==> config.mk <==
export PLATFORM = sky130hd
export DESIGN_NAME = css_status_top
export DESIGN_NICKNAME = d
export VERILOG_FILES = /design/src/rtl/css_pkg.sv /design/src/rtl/css_reg_if.sv /design/src/rtl/css_wb_slave.sv /design/src/rtl/css_status_top.sv
export SDC_FILE = /design/constraint.sdc
export NUM_CORES = 1
export LEC_CHECK = 0
export BUFFER_PORTS_ARGS = -buffer_cell sky130_fd_sc_hd__buf_2
export CAP_MARGIN = 20
export CELL_PAD_IN_SITES_DETAIL_PLACEMENT = 0
export CELL_PAD_IN_SITES_GLOBAL_PLACEMENT = 2
export CORE_MARGIN = 5
export CORE_UTILIZATION = 21
export CTS_BUF_LIST = sky130_fd_sc_hd__clkbuf_4
export CTS_CLUSTER_DIAMETER = 120
export DETAILED_ROUTE_END_ITERATION = 10
export PLACE_DENSITY = 0.81
export REMOVE_ABC_BUFFERS = 1
export SYNTH_ARGS = -nofsm -noshare
export SYNTH_HDL_FRONTEND = slang
export SYNTH_SLANG_ARGS = --single-unit
==> constraint.sdc <==
create_clock -name clk_i -period 2.1 [get_ports clk_i]
set_input_delay 0.42 -clock clk_i [delete_from_list [all_inputs] [get_ports clk_i]]
set_output_delay 0.42 -clock clk_i [all_outputs]
set_load 0.01 [all_outputs]
==> src/rtl/css_pkg.sv <==
// Purpose: Shared constants of the controller status flag block
// Assumes: Registers sit on a 32-bit classic Wishbone bus, byte addressed
// Notes: Bit positions index the 32-bit status word
package css_pkg;
  // Register byte offsets
  localparam logic [3:0] CSS_ADDR_STATUS = 4'h0;
  localparam logic [3:0] CSS_ADDR_CTRL = 4'h4;
  // Control register fields
  localparam int CSS_CTRL_RESET_BIT = 0;
  localparam int CSS_CTRL_SAVE_BIT = 1;
  // Status word bit positions
  localparam int CSS_BIT_WDT_BG = 0;
  localparam int CSS_BIT_WDT_RT = 1;
  localparam int CSS_BIT_STARTUP = 2;
  localparam int CSS_BIT_PROJECT = 3;
  localparam int CSS_BIT_SETTINGS = 4;
  localparam int CSS_BIT_HW_SWAP = 5;
  localparam int CSS_BIT_SYSFILE = 6;
  localparam int CSS_BIT_DEFAULT = 7;
  localparam int CSS_BIT_TIMING = 8;
  localparam int CSS_BIT_STOP = 9;
  localparam int CSS_BIT_BUFFER = 10;
  localparam int CSS_BIT_PROGRAM = 11;
  localparam int CSS_BIT_EXP_LO = 12;
  localparam int CSS_BIT_EXP_HI = 15;
  // Reset value of the status word and unmapped reads
  localparam logic [31:0] CSS_STATUS_RESET = 32'h0000_0000;
  localparam logic [31:0] CSS_READ_NONE = 32'h0000_0000;
  // Cycles spent in start-up evaluation, lets pin synchronisers settle
  localparam int CSS_SETTLE_CYC = 3;
  // Block state
  typedef enum logic [0:0] {CSS_ST_INIT, CSS_ST_RUN} css_state_type;
endpackage

==> src/rtl/css_reg_if.sv <==
// Purpose: Carries register accesses from the bus slave to the core
// Assumes: One access in flight at a time
// Notes: wr_pulse is one cycle, at the edge that completes the write
`timescale 1ns/100ps
`default_nettype none
interface css_reg_if;
  logic [3:0] addr;
  logic wr_pulse;
  logic [31:0] wr_data;
  logic [3:0] sel;
  logic [31:0] rd_data;
  modport bus (output addr, output wr_pulse, output wr_data, output sel,
    input rd_data);
  modport core (input addr, input wr_pulse, input wr_data, input sel,
    output rd_data);
endinterface
`default_nettype wire

==> src/rtl/css_wb_slave.sv <==
// Purpose: Classic Wishbone slave for the status flag registers
// Assumes: Master holds the request until it samples ack
// Notes: Ack comes one cycle after the request and lasts one cycle
`timescale 1ns/100ps
`default_nettype none
module css_wb_slave (
  input wire logic clk_i, // System clock
  input wire logic rst_i, // Synchronous reset, active high
  input wire logic cyc_i, // Bus cycle
  input wire logic stb_i, // Strobe
  input wire logic we_i, // Write enable
  input wire logic [3:0] adr_i, // Byte address
  input wire logic [3:0] sel_i, // Byte lanes
  input wire logic [31:0] dat_i, // Write data
  output logic [31:0] dat_o, // Read data
  output logic ack_o, // Acknowledge
  css_reg_if.bus regs // Register side
);
  logic ack_q;
  logic [31:0] dat_q;

  // Request passes straight to the core for decode
  assign regs.addr = adr_i;
  assign regs.wr_data = dat_i;
  assign regs.sel = sel_i;
  // Write takes effect at the edge where the master samples ack
  assign regs.wr_pulse = cyc_i & stb_i & we_i & ack_q;
  assign ack_o = ack_q;
  assign dat_o = dat_q;

  // Ack for one cycle, dropped right after
  always_ff @(posedge clk_i) begin
    if (rst_i) begin
      ack_q <= 1'b0;
    end else begin
      ack_q <= cyc_i & stb_i & ~ack_q;
    end
  end

  // Read data captured with the ack
  always_ff @(posedge clk_i) begin
    if (rst_i) begin
      dat_q <= 32'h0000_0000;
    end else if (cyc_i & stb_i & ~ack_q & ~we_i) begin
      dat_q <= regs.rd_data;
    end
  end
endmodule
`default_nettype wire

==> src/rtl/css_status_top.sv <==
// Purpose: Controller status word with error and condition flags
// Assumes: Loader and firmware inputs are on clk_i; pins are asynchronous
// Notes: Status is read-only; control register issues reset and save
//
// The Wishbone interface to the registers and the address map were chosen for this implementation.
`timescale 1ns/100ps
`default_nettype none
module css_status_top #(
  parameter int SIZE_W = 32, // Width of size figures
  parameter logic [SIZE_W-1:0] FLASH_CAP = 32'h0100_0000, // Flash bytes
  parameter logic [SIZE_W-1:0] RAM_CAP = 32'h0040_0000, // RAM bytes
  parameter logic [SIZE_W-1:0] BUF_DEFAULT = 32'h0001_0000 // Default buffer
) (
  input wire logic clk_i, // System clock, 100 MHz
  input wire logic rst_i, // Power-on reset, synchronous, active high
  input wire logic cyc_i, // Wishbone cycle
  input wire logic stb_i, // Wishbone strobe
  input wire logic we_i, // Wishbone write enable
  input wire logic [3:0] adr_i, // Wishbone byte address
  input wire logic [3:0] sel_i, // Wishbone byte lanes
  input wire logic [31:0] dat_i, // Wishbone write data
  output logic [31:0] dat_o, // Wishbone read data
  output logic ack_o, // Wishbone acknowledge
  input wire logic abort_all_i, // Abort-all pin, asynchronous
  input wire logic phase_clk_ok_i, // Phase clock seen, asynchronous
  input wire logic servo_clk_ok_i, // Servo clock seen, asynchronous
  input wire logic usb_folder_i, // Restore folder present, asynchronous
  input wire logic wdt_rt_fault_i, // Realtime watchdog fault pulse
  input wire logic wdt_bg_fault_i, // Background watchdog fault pulse
  input wire logic sys_file_fault_i, // System file fault at load
  input wire logic settings_fault_i, // Saved settings fault at load
  input wire logic project_fault_i, // Project file fault at load
  input wire logic factory_state_i, // Configuration is factory default
  input wire logic cfg_changed_i, // Configuration changed pulse
  input wire logic [SIZE_W-1:0] prog_size_i, // User program size
  input wire logic [SIZE_W-1:0] cfg_buf_size_i, // Configured buffer size
  output logic [SIZE_W-1:0] buf_size_o, // Buffer size in use
  output logic save_store_o, // Save accepted, store pulse
  output logic factory_restore_o, // Factory restore pulse
  output logic [31:0] status_o // Status word
);
  import css_pkg::*;

  css_reg_if regs ();
  css_state_type state_q;
  logic [1:0] cnt_q;
  logic por_q;
  logic [3:0] s1_q, s2_q;
  logic [31:0] flags_q, flags_d, status_w;
  logic [SIZE_W-1:0] buf_q;
  logic store_q, restore_q;
  logic wr_ctrl, reset_cmd, save_cmd, init_eval, save_go, too_big;

  // Register bus slave
  css_wb_slave u_wb (
    .clk_i(clk_i),
    .rst_i(rst_i),
    .cyc_i(cyc_i),
    .stb_i(stb_i),
    .we_i(we_i),
    .adr_i(adr_i),
    .sel_i(sel_i),
    .dat_i(dat_i),
    .dat_o(dat_o),
    .ack_o(ack_o),
    .regs(regs)
  );

  // Byte address decode shared by reads and writes
  function automatic logic is_addr(input logic [3:0] a, input logic [3:0] o);
    is_addr = (a[3:2] == o[3:2]);
  endfunction

  // Two-flop synchronisers for the pins
  always_ff @(posedge clk_i) begin
    if (rst_i) begin
      s1_q <= 4'h0;
      s2_q <= 4'h0;
    end else begin
      s1_q <= {usb_folder_i, servo_clk_ok_i, phase_clk_ok_i, abort_all_i};
      s2_q <= s1_q;
    end
  end

  // Control writes; status word writes fall through unused
  assign wr_ctrl = regs.wr_pulse & is_addr(regs.addr, CSS_ADDR_CTRL)
    & regs.sel[0];
  assign reset_cmd = wr_ctrl & regs.wr_data[CSS_CTRL_RESET_BIT];
  assign save_cmd = wr_ctrl & regs.wr_data[CSS_CTRL_SAVE_BIT]
    & ~regs.wr_data[CSS_CTRL_RESET_BIT];
  assign init_eval = (state_q == CSS_ST_INIT)
    && (cnt_q == 2'(CSS_SETTLE_CYC - 1));
  assign save_go = (state_q == CSS_ST_RUN) && save_cmd;
  assign too_big = prog_size_i > FLASH_CAP;

  // Read decode
  always_comb begin
    if (is_addr(regs.addr, CSS_ADDR_STATUS)) begin
      regs.rd_data = status_w;
    end else begin
      regs.rd_data = CSS_READ_NONE;
    end
  end

  // Start-up evaluation after power-on or reset command
  always_ff @(posedge clk_i) begin
    if (rst_i) begin
      state_q <= CSS_ST_INIT;
      cnt_q <= 2'h0;
      por_q <= 1'b1;
    end else begin
      case (state_q)
        CSS_ST_INIT: begin
          cnt_q <= cnt_q + 2'h1;
          if (init_eval) begin
            state_q <= CSS_ST_RUN;
            por_q <= 1'b0;
          end
        end
        default: begin
          cnt_q <= 2'h0;
          if (reset_cmd) begin
            state_q <= CSS_ST_INIT;
          end
        end
      endcase
    end
  end

  // Flag next value; a set in the clearing cycle wins
  always_comb begin
    flags_d = reset_cmd ? CSS_STATUS_RESET : flags_q;
    if (wdt_rt_fault_i) begin
      flags_d[CSS_BIT_WDT_RT] = 1'b1;
    end
    if (wdt_bg_fault_i) begin
      flags_d[CSS_BIT_WDT_BG] = 1'b1;
    end
    if (s2_q[0]) begin
      flags_d[CSS_BIT_STOP] = 1'b1;
    end
    if (cfg_changed_i) begin
      flags_d[CSS_BIT_DEFAULT] = 1'b1;
    end
    if (save_go) begin
      flags_d[CSS_BIT_PROGRAM] = too_big;
    end
    if (init_eval) begin
      flags_d[CSS_BIT_TIMING] = ~(s2_q[1] & s2_q[2]);
      flags_d[CSS_BIT_SYSFILE] = sys_file_fault_i;
      flags_d[CSS_BIT_SETTINGS] = settings_fault_i;
      flags_d[CSS_BIT_PROJECT] = project_fault_i;
      flags_d[CSS_BIT_DEFAULT] = factory_state_i | (por_q & s2_q[3])
        | flags_d[CSS_BIT_DEFAULT];
      flags_d[CSS_BIT_BUFFER] = cfg_buf_size_i > RAM_CAP;
    end
  end

  // Flags live in flip-flops only and clear at power-on
  always_ff @(posedge clk_i) begin
    if (rst_i) begin
      flags_q <= CSS_STATUS_RESET;
    end else begin
      flags_q <= flags_d;
    end
  end

  // Status word assembly with fixed zero fields
  always_comb begin
    status_w = CSS_STATUS_RESET;
    status_w[CSS_BIT_PROGRAM:CSS_BIT_PROJECT] =
      flags_q[CSS_BIT_PROGRAM:CSS_BIT_PROJECT];
    status_w[CSS_BIT_HW_SWAP] = 1'b0;
    status_w[CSS_BIT_STARTUP] = flags_q[CSS_BIT_SYSFILE]
      | flags_q[CSS_BIT_SETTINGS] | flags_q[CSS_BIT_PROJECT];
    status_w[CSS_BIT_WDT_RT] = flags_q[CSS_BIT_WDT_RT];
    status_w[CSS_BIT_WDT_BG] = flags_q[CSS_BIT_WDT_BG];
  end
  assign status_o = status_w;

  // Buffer size in use, default substituted when too large
  always_ff @(posedge clk_i) begin
    if (rst_i) begin
      buf_q <= BUF_DEFAULT;
    end else if (init_eval) begin
      buf_q <= (cfg_buf_size_i > RAM_CAP) ? BUF_DEFAULT
        : cfg_buf_size_i;
    end
  end
  assign buf_size_o = buf_q;

  // Save store and factory restore pulses
  always_ff @(posedge clk_i) begin
    if (rst_i) begin
      store_q <= 1'b0;
      restore_q <= 1'b0;
    end else begin
      store_q <= save_go & ~too_big;
      restore_q <= init_eval & por_q & s2_q[3];
    end
  end
  assign save_store_o = store_q;
  assign factory_restore_o = restore_q;
endmodule
`default_nettype wire

Yosys cells after proc, flatten, opt, wreduce, memory -nomap -nowiden

Cells that the tools add are included.

Bits in registers: 89
Input port bits: 120
Output and inout bits: 99
Logic and storage cells: 70

Add/sub/neg operators: 1
$lt $le $gt $ge: 2
Equality and inequality tests: 2
Muxes and demuxes: 14
Bitwise gates (word level): 25
Reduce and logical (&&, ||, !) cells: 10

Operators with widths:

| kind                 | count |
|---|---|
| $gt 32x23->1 const B | 1 |
| $gt 32x25->1 const B | 1 |
| $mux 32              | 1 |
| $mux 12              | 2 |
| $and 1x1->1          | 15 |
| $reduce_bool 2->1    | 5 |
| $mux 1               | 9 |
| $not 1->1            | 6 |
| $or 1x1->1           | 4 |
| $mux 3               | 1 |
| $add 2x1->2 const B  | 1 |
| $eq 2x1->1 const B   | 1 |
| $eq 2x2->1 const B   | 1 |
| $logic_and 1x1->1    | 2 |
| $logic_not 2->1      | 1 |
| $mux 2               | 1 |
| $reduce_and 2->1     | 1 |
| $reduce_or 2->1      | 1 |

Logic depth before layout (Yosys ltp)

Gate-level depths: netlist (run 1).

Depth in word-level cells: 10
Gate-level depth with buffers: 8
Gate-level depth less buffers: 6

Modules after synthesis

Synthesis (run 1) repeated with hierarchy kept, for this count alone.

Cell total of the unflattened synthesis: 438
Area total of the unflattened synthesis: 4,260.3 um^2

By module, submodules not included:

| module         | times used | cells an instance | area each (um^2) | sequential area each (um^2) |
|---|---|---|---|---|
| css_status_top | 1          | 253               | 2,451.1          | 1,121.1 |
| css_wb_slave   | 1          | 185               | 1,809.2          | 660.6 |

Least setup slack after synthesis (run 1)

OpenSTA, ideal clock, no wires.

Kind: input to register
Start point: in cfg_buf_size_i[28]
End point: reg buf_q[10] (netlist: buf_size_o[10])
Library setup time: 0.069 ns
Arrival time: 1.680 ns
Data required time: 2.031 ns
Slack: 0.351 ns
Cell stages on the path: 5
Path buffers: 1
Path through: or4_4 nor4_4 buf_4 nand3_1 o21ai_1

Word-level cells in the longest chain between the ends: 2

Ends and longest elaborated chain:

| item                   | line                  | RTL |
|---|---|---|
| start: declaration     | css_status_top.sv:36  | `input wire logic [SIZE_W-1:0] cfg_buf_size_i,` |
| $gt 32x23->1           | css_status_top.sv:186 | `buf_q <= (cfg_buf_size_i > RAM_CAP) ? BUF_DEFAULT` |
| $mux 32                | css_status_top.sv:186 |  |
| end signal: assignment | css_status_top.sv:186 |  |
| end: declaration       | css_status_top.sv:50  | `logic [SIZE_W-1:0] buf_q;` |

Every way passes these cells.
A chain may end at the register's enable or synchronous reset.

Worst setup path in the final report (run 1)

Start point: reg flags_q[3]
End point: out status_o[2]

Word-level cells in the longest chain between the ends: 1

Ends and longest elaborated chain:

| item                     | line                  | RTL |
|---|---|---|
| start: declaration       | css_status_top.sv:49  | `logic [31:0] flags_q, flags_d, status_w;` |
| start signal: assignment | css_status_top.sv:164 | `flags_q <= flags_d;` |
| $or 1x1->1               | css_status_top.sv:175 | `\| flags_q[CSS_BIT_SETTINGS] \| flags_q[CSS_BIT_PROJECT];` |
| end: declaration         | css_status_top.sv:40  | `output logic [31:0] status_o` |

Every way passes these cells.

==> results of run 1 <==
## area by class of cell
type	instances	area, µm²
Timing Repair Buffer	154	803
Multi-Input combinational cell	239	1220
Tap cell	176	220
Fill cell	1487	9470
Clock buffer	10	75.1
Sequential cell	68	1360
Clock inverter	5	77.6
Inverter	4	15.0
## worst min path at each step
stage	slack, ps	endpoint	startpoint	depth (start not counted)
final	190	flags_q[1]$_SDFFE_PP0P_	wdt_rt_fault_i	3
after global routing	140	flags_q[0]$_SDFFE_PP0P_	wdt_bg_fault_i	3
after CTS	130	flags_q[1]$_SDFFE_PP0P_	wdt_rt_fault_i	3
after detailed placement	410	cnt_q[0]$_SDFF_PP0_	cnt_q[0]$_SDFF_PP0_	1
after global placement	410	cnt_q[0]$_SDFF_PP0_	cnt_q[0]$_SDFF_PP0_	1
after floorplan	390	cnt_q[0]$_SDFF_PP0_	cnt_q[0]$_SDFF_PP0_	1
## per-stage QoR
| stage | hold WS [ps] | utilization, % | cells | TNS (ps) | power [mW] |
|---|---|---|---|---|---|
| 2_1_floorplan | 394 | - | 311 | -2.47 | 1.54 |
| 3_3_place_gp | 406 | 27.3 | 641 | 0 | 1.74 |
| 3_5_place_dp | 412 | 27.3 | 641 | 0 | 1.75 |
| 4_1_cts | 131 | 28.5 | 656 | 0 | 2.74 |
| 5_1_grt | 136 | 28.5 | 656 | 0 | 2.83 |
| 6_report | 187 | 28.5 | 656 | 0 | 2.67 |
## flip-flops by register name, summed over array words and instances, names as in the netlist
| register | cells |
|---|---|
| por_q | 1 |
| state_q | 1 |
| flags_q | 10 |
| save_store_o | 1 |
| u_wb.dat_o | 11 |
| cnt_q | 2 |
| s1_q | 4 |
| factory_restore_o | 1 |
| s2_q | 4 |
| u_wb.ack_o | 1 |
| buf_size_o | 32 |
## cells in the mapped netlist, drive strengths merged, types with 2 or more instances
library cell | n | area (µm²)
or4 | 4 | 33.8
nor2 | 11 | 41.3
nor4b | 3 | 26.3
nand2 | 41 | 154
o21ai | 23 | 115
nor4 | 8 | 65.1
clkbuf | 16 | 60.1
nor3 | 6 | 30.0
or3 | 3 | 18.8
and3 | 12 | 75.1
nor2b | 9 | 56.3
nand4 | 2 | 12.5
inv | 4 | 15.0
nand3b | 2 | 15.0
dfxtp | 68 | 1360
a21oi | 21 | 105
a31oi | 2 | 12.5
and4 | 2 | 17.5
buf | 44 | 334
nand3 | 37 | 185
## where the power goes
group	total, mW	switching, mW	internal [mW]
sequential	1.36	0.0273	1.33
combinational	0.357	0.212	0.145
clock	0.956	0.471	0.486
## critical path, delay by kind of cell, from the launching register on
kind | cells | cell delay (ps)
AND/OR/NAND/NOR | 1 | 390
flip-flops | 1 | 360
buffers and inverters | 1 | 150
## per-layer routing
| metal | global-route usage [%] | routed length [µm] | vias to the layer above |
|---|---|---|---|
| li1 | - | - | 1351 |
| met1 | 12.2 | 3540 | 1232 |
| met2 | 16.1 | 3870 | 141 |
| met3 | 5.04 | 975 | 15 |
| met4 | 5.49 | 187 | 0 |
| met5 | 0 | 0 | - |
## cells by family (layout without fill, tap and decap cells)
group / Yosys count / count (layout) / share of synthesized area (%)
buffers and inverters: 64 / 173 / 14.4
flip-flops: 68 / 68 / 48.1
other: 1 / 42 / 0.132
AND/OR/NAND/NOR: 144 / 144 / 26.9
AO/OA/AOI/OAI: 52 / 52 / 9.99
adder cells (fa/ha/maj): 1 / 1 / 0.442
==> impl_metrics.csv, run 1 <==
group,metric,value,unit
setup_path,startpoint,"flags_q[3]$_SDFFE_PP0P_",
routing,drc,0,
timing,hold_viol,0,
timing,finalMaxSlewViolations,0,
setup_path,worst_path_max_delay_cell,"or3_1",
global_routing,grt_util_all_layers,10.5,%
routing,postRouteAntennaNets,0,
layout,final_cell_mix,"buf_2 (141), dfxtp_1 (68), conb_1 (42)",
clock_network,max-clock-path-buffers,2,
layout,fin_area,3770,µm²
logic_synthesis,postSynth.asyncResetShare,0,%
floorplan,die-height,126,µm
clock_network,worst_skew_pair.late_latency,440,ps
routing,vias,2739,
placement,gp_congestion,0.811,
global_routing,grt_max_degree,30,
clock_network,hold_buffers,0,
routing,firstDrtPassIters,4,
clock_network,path_clk_slew,110,ps
layout,area_growth,33.2,%
timing,rsz0062_at_grt,"no",
floorplan,ios,219,
clock_network,cts_setup_buffers,0,
setup_path,cp_max_fo,4,
setup_path,ff2ff_setup_slack,520,ps
setup_path,crit_chain,"or3_1 > buf_2",
power_and_ir_drop,p_per_area,708,nW/µm²
placement,place_ws,182,ps
hold_path,hold_class,"input pin to register",
layout,antennaDiodeCount,0,
floorplan,rows,42,
clock_network,ctsResizeCount,0,
global_routing,grt_overflow,0,
global_routing,grt_pass1_vias,2643,
timing,fin_crit_sh,83.4,%
placement,place_area,3620,µm²
clock_network,cts_tree,"done",
clock_network,cts-root-buf,"clkbuf_4",
setup_path,rr_worst_depth,4,
routing,routed_via_density,4.18,
logic_synthesis,yosys_warnings,0,
setup_path,r2r-end,"flags_q[7]$_SDFF_PP0_",
layout,drive_gt1_share,35.8,%
floorplan,core,13200,µm²
clock_network,htreeDepth,3,
global_routing,grt_pass1_wl,13.2,mm
logic_synthesis,synth_ff_type,"dfxtp_1",
placement,portBuffers,141,
logic_synthesis,synthCells,330,
layout,num-nets-final,597,
global_routing,antenna_found_initial,0,
timing,setup_violations,0,
logic_synthesis,syn-cell-area,2830,µm²
logic_synthesis,ys_seq_area_share,48.1,%
routing,wl,8.57,mm
timing,worst_pin_slew,579,ps
setup_path,startpoint_type,"register",
timing,fmax,0.571,GHz
logic_synthesis,avgSynthCellArea,8.58,µm²
floorplan,dieArea,15900,µm²
timing,period_needed,1750,ps
power_and_ir_drop,vdd_drop_max,469,µV
timing,setup_slack,348,ps
logic_synthesis,ys_ff_latch,68,
setup_path,cp_slowest_stage_delay,390,ps
flow_run,cap_violations,0,
routing,wire_per_inst,13.1,µm
setup_path,cp.arrival,1330,ps
clock_network,clkSinkCount,68,
timing,slew_headroom,61.1,%
clock_network,cts_inserted_buffers,9,
floorplan,start_util,21.4,%
placement,place_hpwl,6.72,mm
logic_synthesis,ys_types,36,
layout,layout_commonest_cell,"buf_2",
setup_path,end_kind,"output pin",
setup_path,worstSetupPathType,"register to output pin",
timing,finClkSkew,19.6,ps
power_and_ir_drop,leakagePower,1.80,nW
outcome,status,"finished, final reports clean",
setup_path,crit_path_end,"status_o[2]",
setup_path,critPathRequiredTime,1680,ps
logic_synthesis,synth_edf_count,0,
routing,drt_iter0_drc,118,
setup_path,reg2reg_from,"u_wb.ack_o$_SDFF_PP0_",
floorplan,die_width,126,µm
Power figures use the tool's default switching activity.
==> inputs of run 2 (changes only) <==
Clock period 2.1 ns to 1.8 ns, I/O delays scaled along.
==> run 2 against run 1 <==
Net effect: power up 12%; register-to-register slack worse by 200 ps; first-iteration DRC count down 12%; critical endpoint unchanged.
==> impl_metrics.csv, run 2 (same netlist as run 1, synthesis figures left out) <==
group,metric,value,unit
timing,fmax,0.596,GHz
setup_path,startpoint_type,"register",
layout,final_cell_mix,"buf_2 (141), dfxtp_1 (68), conb_1 (42)",
layout,largest_reg_flops,32,
timing,rsz0062_at_grt,"no",
power_and_ir_drop,p_per_area,788,nW/µm²
power_and_ir_drop,p_clk_share,33.4,%
global_routing,antenna_found_initial,0,
routing,postRouteAntennaNets,0,
power_and_ir_drop,combPwrFrac,13.8,%
setup_path,critPathRequiredTime,1440,ps
clock_network,worst_skew_pair.late_latency,410,ps
clock_network,cts_inserted_buffers,9,
timing,fin_tns_setup,0,ps
timing,finClkSkew,15.7,ps
global_routing,grt_max_degree,31,
hold_path,hold_depth,3,
clock_network,ctsResizeCount,0,
routing,routed_via_density,4.11,
timing,finalMaxSlewViolations,0,
setup_path,end_kind,"output pin",
routing,drt_iter0_drc,104,
flow_run,cap_violations,0,
layout,nFillCells,1458,
routing,vias,2708,
setup_path,reg2reg_from,"cnt_q[0]$_SDFF_PP0_",
timing,setup_violations,0,
hold_path,min_to,"flags_q[0]$_SDFFE_PP0P_",
floorplan,ios,219,
power_and_ir_drop,power.internal,2.17,mW
floorplan,die-height,126,µm
timing,period_needed,1680,ps
global_routing,grt_overflow,0,
layout,layout_commonest_cell,"buf_2",
clock_network,clkSinkCount,68,
timing,fin_crit_sh,93.3,%
power_and_ir_drop,seqPwrFrac,52.8,%
placement,place_hpwl,6.64,mm
hold_path,min_from,"wdt_bg_fault_i",
clock_network,cts_setup_buffers,0,
power_and_ir_drop,swShare,27.6,%
clock_network,htreeDepth,3,
power_and_ir_drop,p_sw,828,µW
layout,drive_gt1_share,35.8,%
setup_path,cp_max_fo,4,
layout,area_growth,34.4,%
clock_network,hold_buffers,0,
setup_path,worstSetupPathType,"register to output pin",
power_and_ir_drop,leakagePower,1.82,nW
layout,layout.area.seq,1360,µm²
placement,gp_congestion,0.818,
clock_network,path_clk_slew,120,ps
clock_network,cts-root-buf,"clkbuf_4",
power_and_ir_drop,vdd_drop_max,308,µV
setup_path,r2r-end,"buf_size_o[15]$_SDFFE_PP0P_",
floorplan,die_width,126,µm
floorplan,rows,42,
placement,place_ws,-53.4,ps
setup_path,cp.arrival,1320,ps
setup_path,rr_worst_depth,8,
layout,num-nets-final,599,
routing,drc,0,
layout,multi_input_area,1220,µm²
global_routing,grt_pass1_vias,2635,
routing,wl,8.53,mm
timing,hold_viol,0,
floorplan,start_util,21.4,%
hold_path,hold_class,"input pin to register",
outcome,status,"finished, final reports clean",
placement,portBuffers,141,
floorplan,dieArea,15900,µm²
global_routing,grt_pass1_wl,13.3,mm
timing,setup_slack,121,ps
floorplan,core,13200,µm²
clock_network,cts_tree,"done",
layout,antennaDiodeCount,0,
routing,firstDrtPassIters,4,
setup_path,ff2ff_setup_slack,320,ps
routing,wire_per_inst,12.9,µm
clock_network,max-clock-path-buffers,2,
global_routing,grt_util_all_layers,10.4,%
-- run 2: cell count changes in the layout (fill, tap and decap cells not counted), sizes merged --
cell      previous run  this run
clkbuf              10        11
bufinv               2         1
buf                154       156
clkinvlp             1         0
inv                  4         5
clkinv               2         3
-- run 2: worst max path at each step --
stage / slack [ps] / from / to
CTS: 80 / flags_q[3]$_SDFFE_PP0P_ / status_o[2]
detailed placement: -50 / cfg_buf_size_i[28] / buf_size_o[15]$_SDFFE_PP0P_
global placement: -20 / cfg_buf_size_i[28] / buf_size_o[14]$_SDFFE_PP0P_
floorplan: -240 / cfg_buf_size_i[28] / buf_size_o[16]$_SDFFE_PP1P_
finish: 120 / flags_q[3]$_SDFFE_PP0P_ / status_o[2]
global route: 40 / flags_q[3]$_SDFFE_PP0P_ / status_o[2]
-- run 2: power by group through the flow --
stage	clock network, mW	logic [mW]	registers [mW]
global route	1.11	0.467	1.59
CTS	1.05	0.420	1.58
finish	1.00	0.413	1.58
detailed placement	0	0.418	1.62
floorplan	0	0.176	1.62
global placement	0	0.413	1.62
-- run 2: final cells by class --
class / count / share of cell area [%]
Clock buffer: 11 / 2.17
Clock inverter: 5 / 1.35
Inverter: 4 / 0.395
Multi-Input combinational cell: 239 / 32.0
Sequential cell: 68 / 35.8
Tap cell: 176 / 5.79
Timing Repair Buffer: 156 / 22.5
-- run 2: metrics by stage --
stage	area [µm²]	utilization, %	total power, mW	std cells	hold slack (ps)
2_1_floorplan	2590	-	1.80	311	394
3_3_place_gp	3670	27.7	2.03	643	406
3_5_place_dp	3670	27.7	2.04	643	413
4_1_cts	3800	28.7	3.06	659	114
5_1_grt	3800	28.7	3.17	659	123
6_report	3800	28.7	3.00	659	152
-- run 2: worst max-delay path, stage by stage (launching register included) --
cell	delay, ps
dfxtp_1	360
or3_1	400
buf_2	160
-- run 2: per-layer routing --
layer | up-vias | global-route usage [%] | part of all wire [%]
li1 | 1348 | - | -
met1 | 1208 | 12.5 | 42
met2 | 144 | 16.3 | 45
met3 | 8 | 4.83 | 12
met4 | 0 | 3.60 | 1.3
met5 | - | 0 | 0
==> inputs of run 3 (changes only) <==
Settings changed: SETUP_SLACK_MARGIN set to 0.2.
==> run 3 against run 2 <==
Net effect: maximum frequency is 3.6% higher; sequential cell count stayed put; routed wire length is 0.49% higher; sequential power hardly changed; core utilization is 0.25 points higher; hold slack hardly changed; cell area is 0.85% higher; cell count is 0.30% higher; register-to-register slack better by 40 ps; largest power group unchanged.
==> impl_metrics.csv, run 3 (same netlist as run 1, synthesis figures left out) <==
group,metric,value,unit
hold_path,min_to,"flags_q[0]$_SDFFE_PP0P_",
routing,drc,0,
layout,antennaDiodeCount,0,
clock_network,htreeDepth,3,
clock_network,hold_buffers,0,
power_and_ir_drop,p_per_area,787,nW/µm²
setup_path,critPathBufInv,1,
timing,setup_violations,0,
power_and_ir_drop,vdd_drop_max,308,µV
routing,wire_per_inst,13.0,µm
routing,routed_via_density,4.11,
clock_network,clkSinkCount,68,
hold_path,hold_depth,3,
placement,gp_congestion,0.818,
routing,vias,2715,
floorplan,start_util,21.4,%
setup_path,reg2reg_from,"cnt_q[0]$_SDFF_PP0_",
floorplan,ios,219,
timing,hold_viol,0,
setup_path,worst_path_max_delay_cell,"or3_4",
timing,period_needed,1620,ps
power_and_ir_drop,leakagePower,1.83,nW
setup_path,worstSetupPathType,"register to output pin",
placement,portBuffers,141,
timing,rsz0062_at_grt,"yes",
global_routing,met2_usage,16.3,%
hold_path,min_from,"wdt_bg_fault_i",
timing,fmax,0.617,GHz
setup_path,crit_family,"simple AND/OR/NAND/NOR gates",
timing,finalMaxSlewViolations,0,
layout,layout_commonest_cell,"buf_2",
flow_run,cap_violations,0,
global_routing,grt_util_all_layers,10.4,%
setup_path,cp.arrival,1260,ps
clock_network,cts_tree,"done",
setup_path,cp_max_fo,2,
global_routing,busiest_layer,"met2",
setup_path,crit_chain,"or3_4 > buf_6",
timing,setup_slack,179,ps
global_routing,gr-usage-met3,4.83,%
outcome,status,"finished, final reports clean",
hold_path,hold_class,"input pin to register",
setup_path,cp_slowest_stage_delay,390,ps
routing,firstDrtPassIters,4,
global_routing,use_met1,12.6,%
clock_network,cts_inserted_buffers,9,
floorplan,die_width,126,µm
floorplan,die-height,126,µm
placement,place_hpwl,6.64,mm
placement,place_ws,-53.4,ps
global_routing,grt_overflow,0,
clock_network,path_clk_slew,110,ps
layout,final_cell_mix,"buf_2 (140), dfxtp_1 (66), conb_1 (42)",
setup_path,worst-path-stages,2,
timing,fin_crit_sh,90.1,%
setup_path,r2r-end,"buf_size_o[15]$_SDFFE_PP0P_",
clock_network,cts-root-buf,"clkbuf_4",
layout,largest_reg_flops,32,
floorplan,core,13200,µm²
setup_path,critPathRequiredTime,1440,ps
layout,nFillCells,1453,
setup_path,ff2ff_setup_slack,360,ps
global_routing,antenna_found_initial,0,
setup_path,rr_worst_depth,8,
layout,drive_gt1_share,36.7,%
timing,finClkSkew,15.7,ps
routing,drt_iter0_drc,115,
global_routing,grt_pass1_vias,2648,
floorplan,dieArea,15900,µm²
clock_network,worst_skew_pair.late_latency,410,ps
routing,wl,8.57,mm
routing,postRouteAntennaNets,0,
setup_path,startpoint_type,"register",
layout,area_growth,35.5,%
clock_network,max-clock-path-buffers,2,
setup_path,end_kind,"output pin",
layout,num-nets-final,601,
floorplan,rows,42,
global_routing,grt_max_degree,31,
global_routing,grt_pass1_wl,13.4,mm
power_and_ir_drop,power,3.02,mW
==> run 3: cell types whose count changed in the layout (fill, tap and decap cells not counted) <==
cell,change
buf_2,-1
buf_4,+1
buf_6,+2
dfxtp_1,-2
dfxtp_2,+2
or3_1,-1
or3_4,+1
==> run 3: through the flow <==
step / instances / util (%) / area [µm²] / setup TNS [ps] / hold slack [ps]
after global routing: 661 / 29.0 / 3840 / 0 / 123
after detailed placement: 643 / 27.7 / 3670 / -641 / 413
final: 661 / 29.0 / 3840 / 0 / 152
after floorplan: 311 / - / 2590 / -3590 / 394
after CTS: 661 / 28.9 / 3830 / 0 / 114
after global placement: 643 / 27.7 / 3670 / -142 / 406
==> run 3: worst register-to-register path, cell delays in order, from the launching register on <==
cell and delay (ps):
dfxtp_1 350, inv_1 40, ha_1 190, nor2b_1 130, buf_4 180, nor2_1 120
buf_6 220, nand2_1 90, o21ai_1 70
==> run 3: final cells by class <==
class                      count  area, µm²  share of cell area, %
timing repair buffer         158        881                   23.0
tap                          176        220                   5.74
sequential                    68       1360                   35.5
multi-input combinational    239       1220                   31.9
clock buffer                  11       82.6                   2.15
inverter                       4       15.0                  0.391
clock inverter                 5       51.3                   1.34
==> run 3: where the power goes <==
| group | leakage [nW] | total (mW) | internal, mW | switching, mW |
|---|---|---|---|---|
| logic | 1.20 | 0.436 | 0.187 | 0.249 |
| clock network | 0.0763 | 1.00 | 0.450 | 0.551 |
| registers | 0.553 | 1.58 | 1.55 | 0.0313 |
==> run 3: worst max-delay path by stage <==
stage	startpoint	endpoint	slack, ps
detailed placement	cfg_buf_size_i[28]	buf_size_o[15]$_SDFFE_PP0P_	-50
global route	flags_q[4]$_SDFFE_PP0P_	status_o[2]	120
finish	flags_q[4]$_SDFFE_PP0P_	status_o[2]	180
floorplan	cfg_buf_size_i[28]	buf_size_o[16]$_SDFFE_PP1P_	-240
global placement	cfg_buf_size_i[28]	buf_size_o[14]$_SDFFE_PP0P_	-20
CTS	flags_q[4]$_SDFFE_PP0P_	status_o[2]	130
==> run 3: repair_timing <==
item	in CTS	in global routing
setup endpoints to repair	1	23
resized for setup	4	1
endpoints found under the hold margin	0	0
setup buffers	2	0
pin swaps	1	0
==> run 3: metal layers <==
layer  wire length [µm]  vias to the layer above
li1                   -                     1354
met1               3610                     1212
met2               3840                      141
met3               1010                        8
met4                110                        0
met5                  0                        -
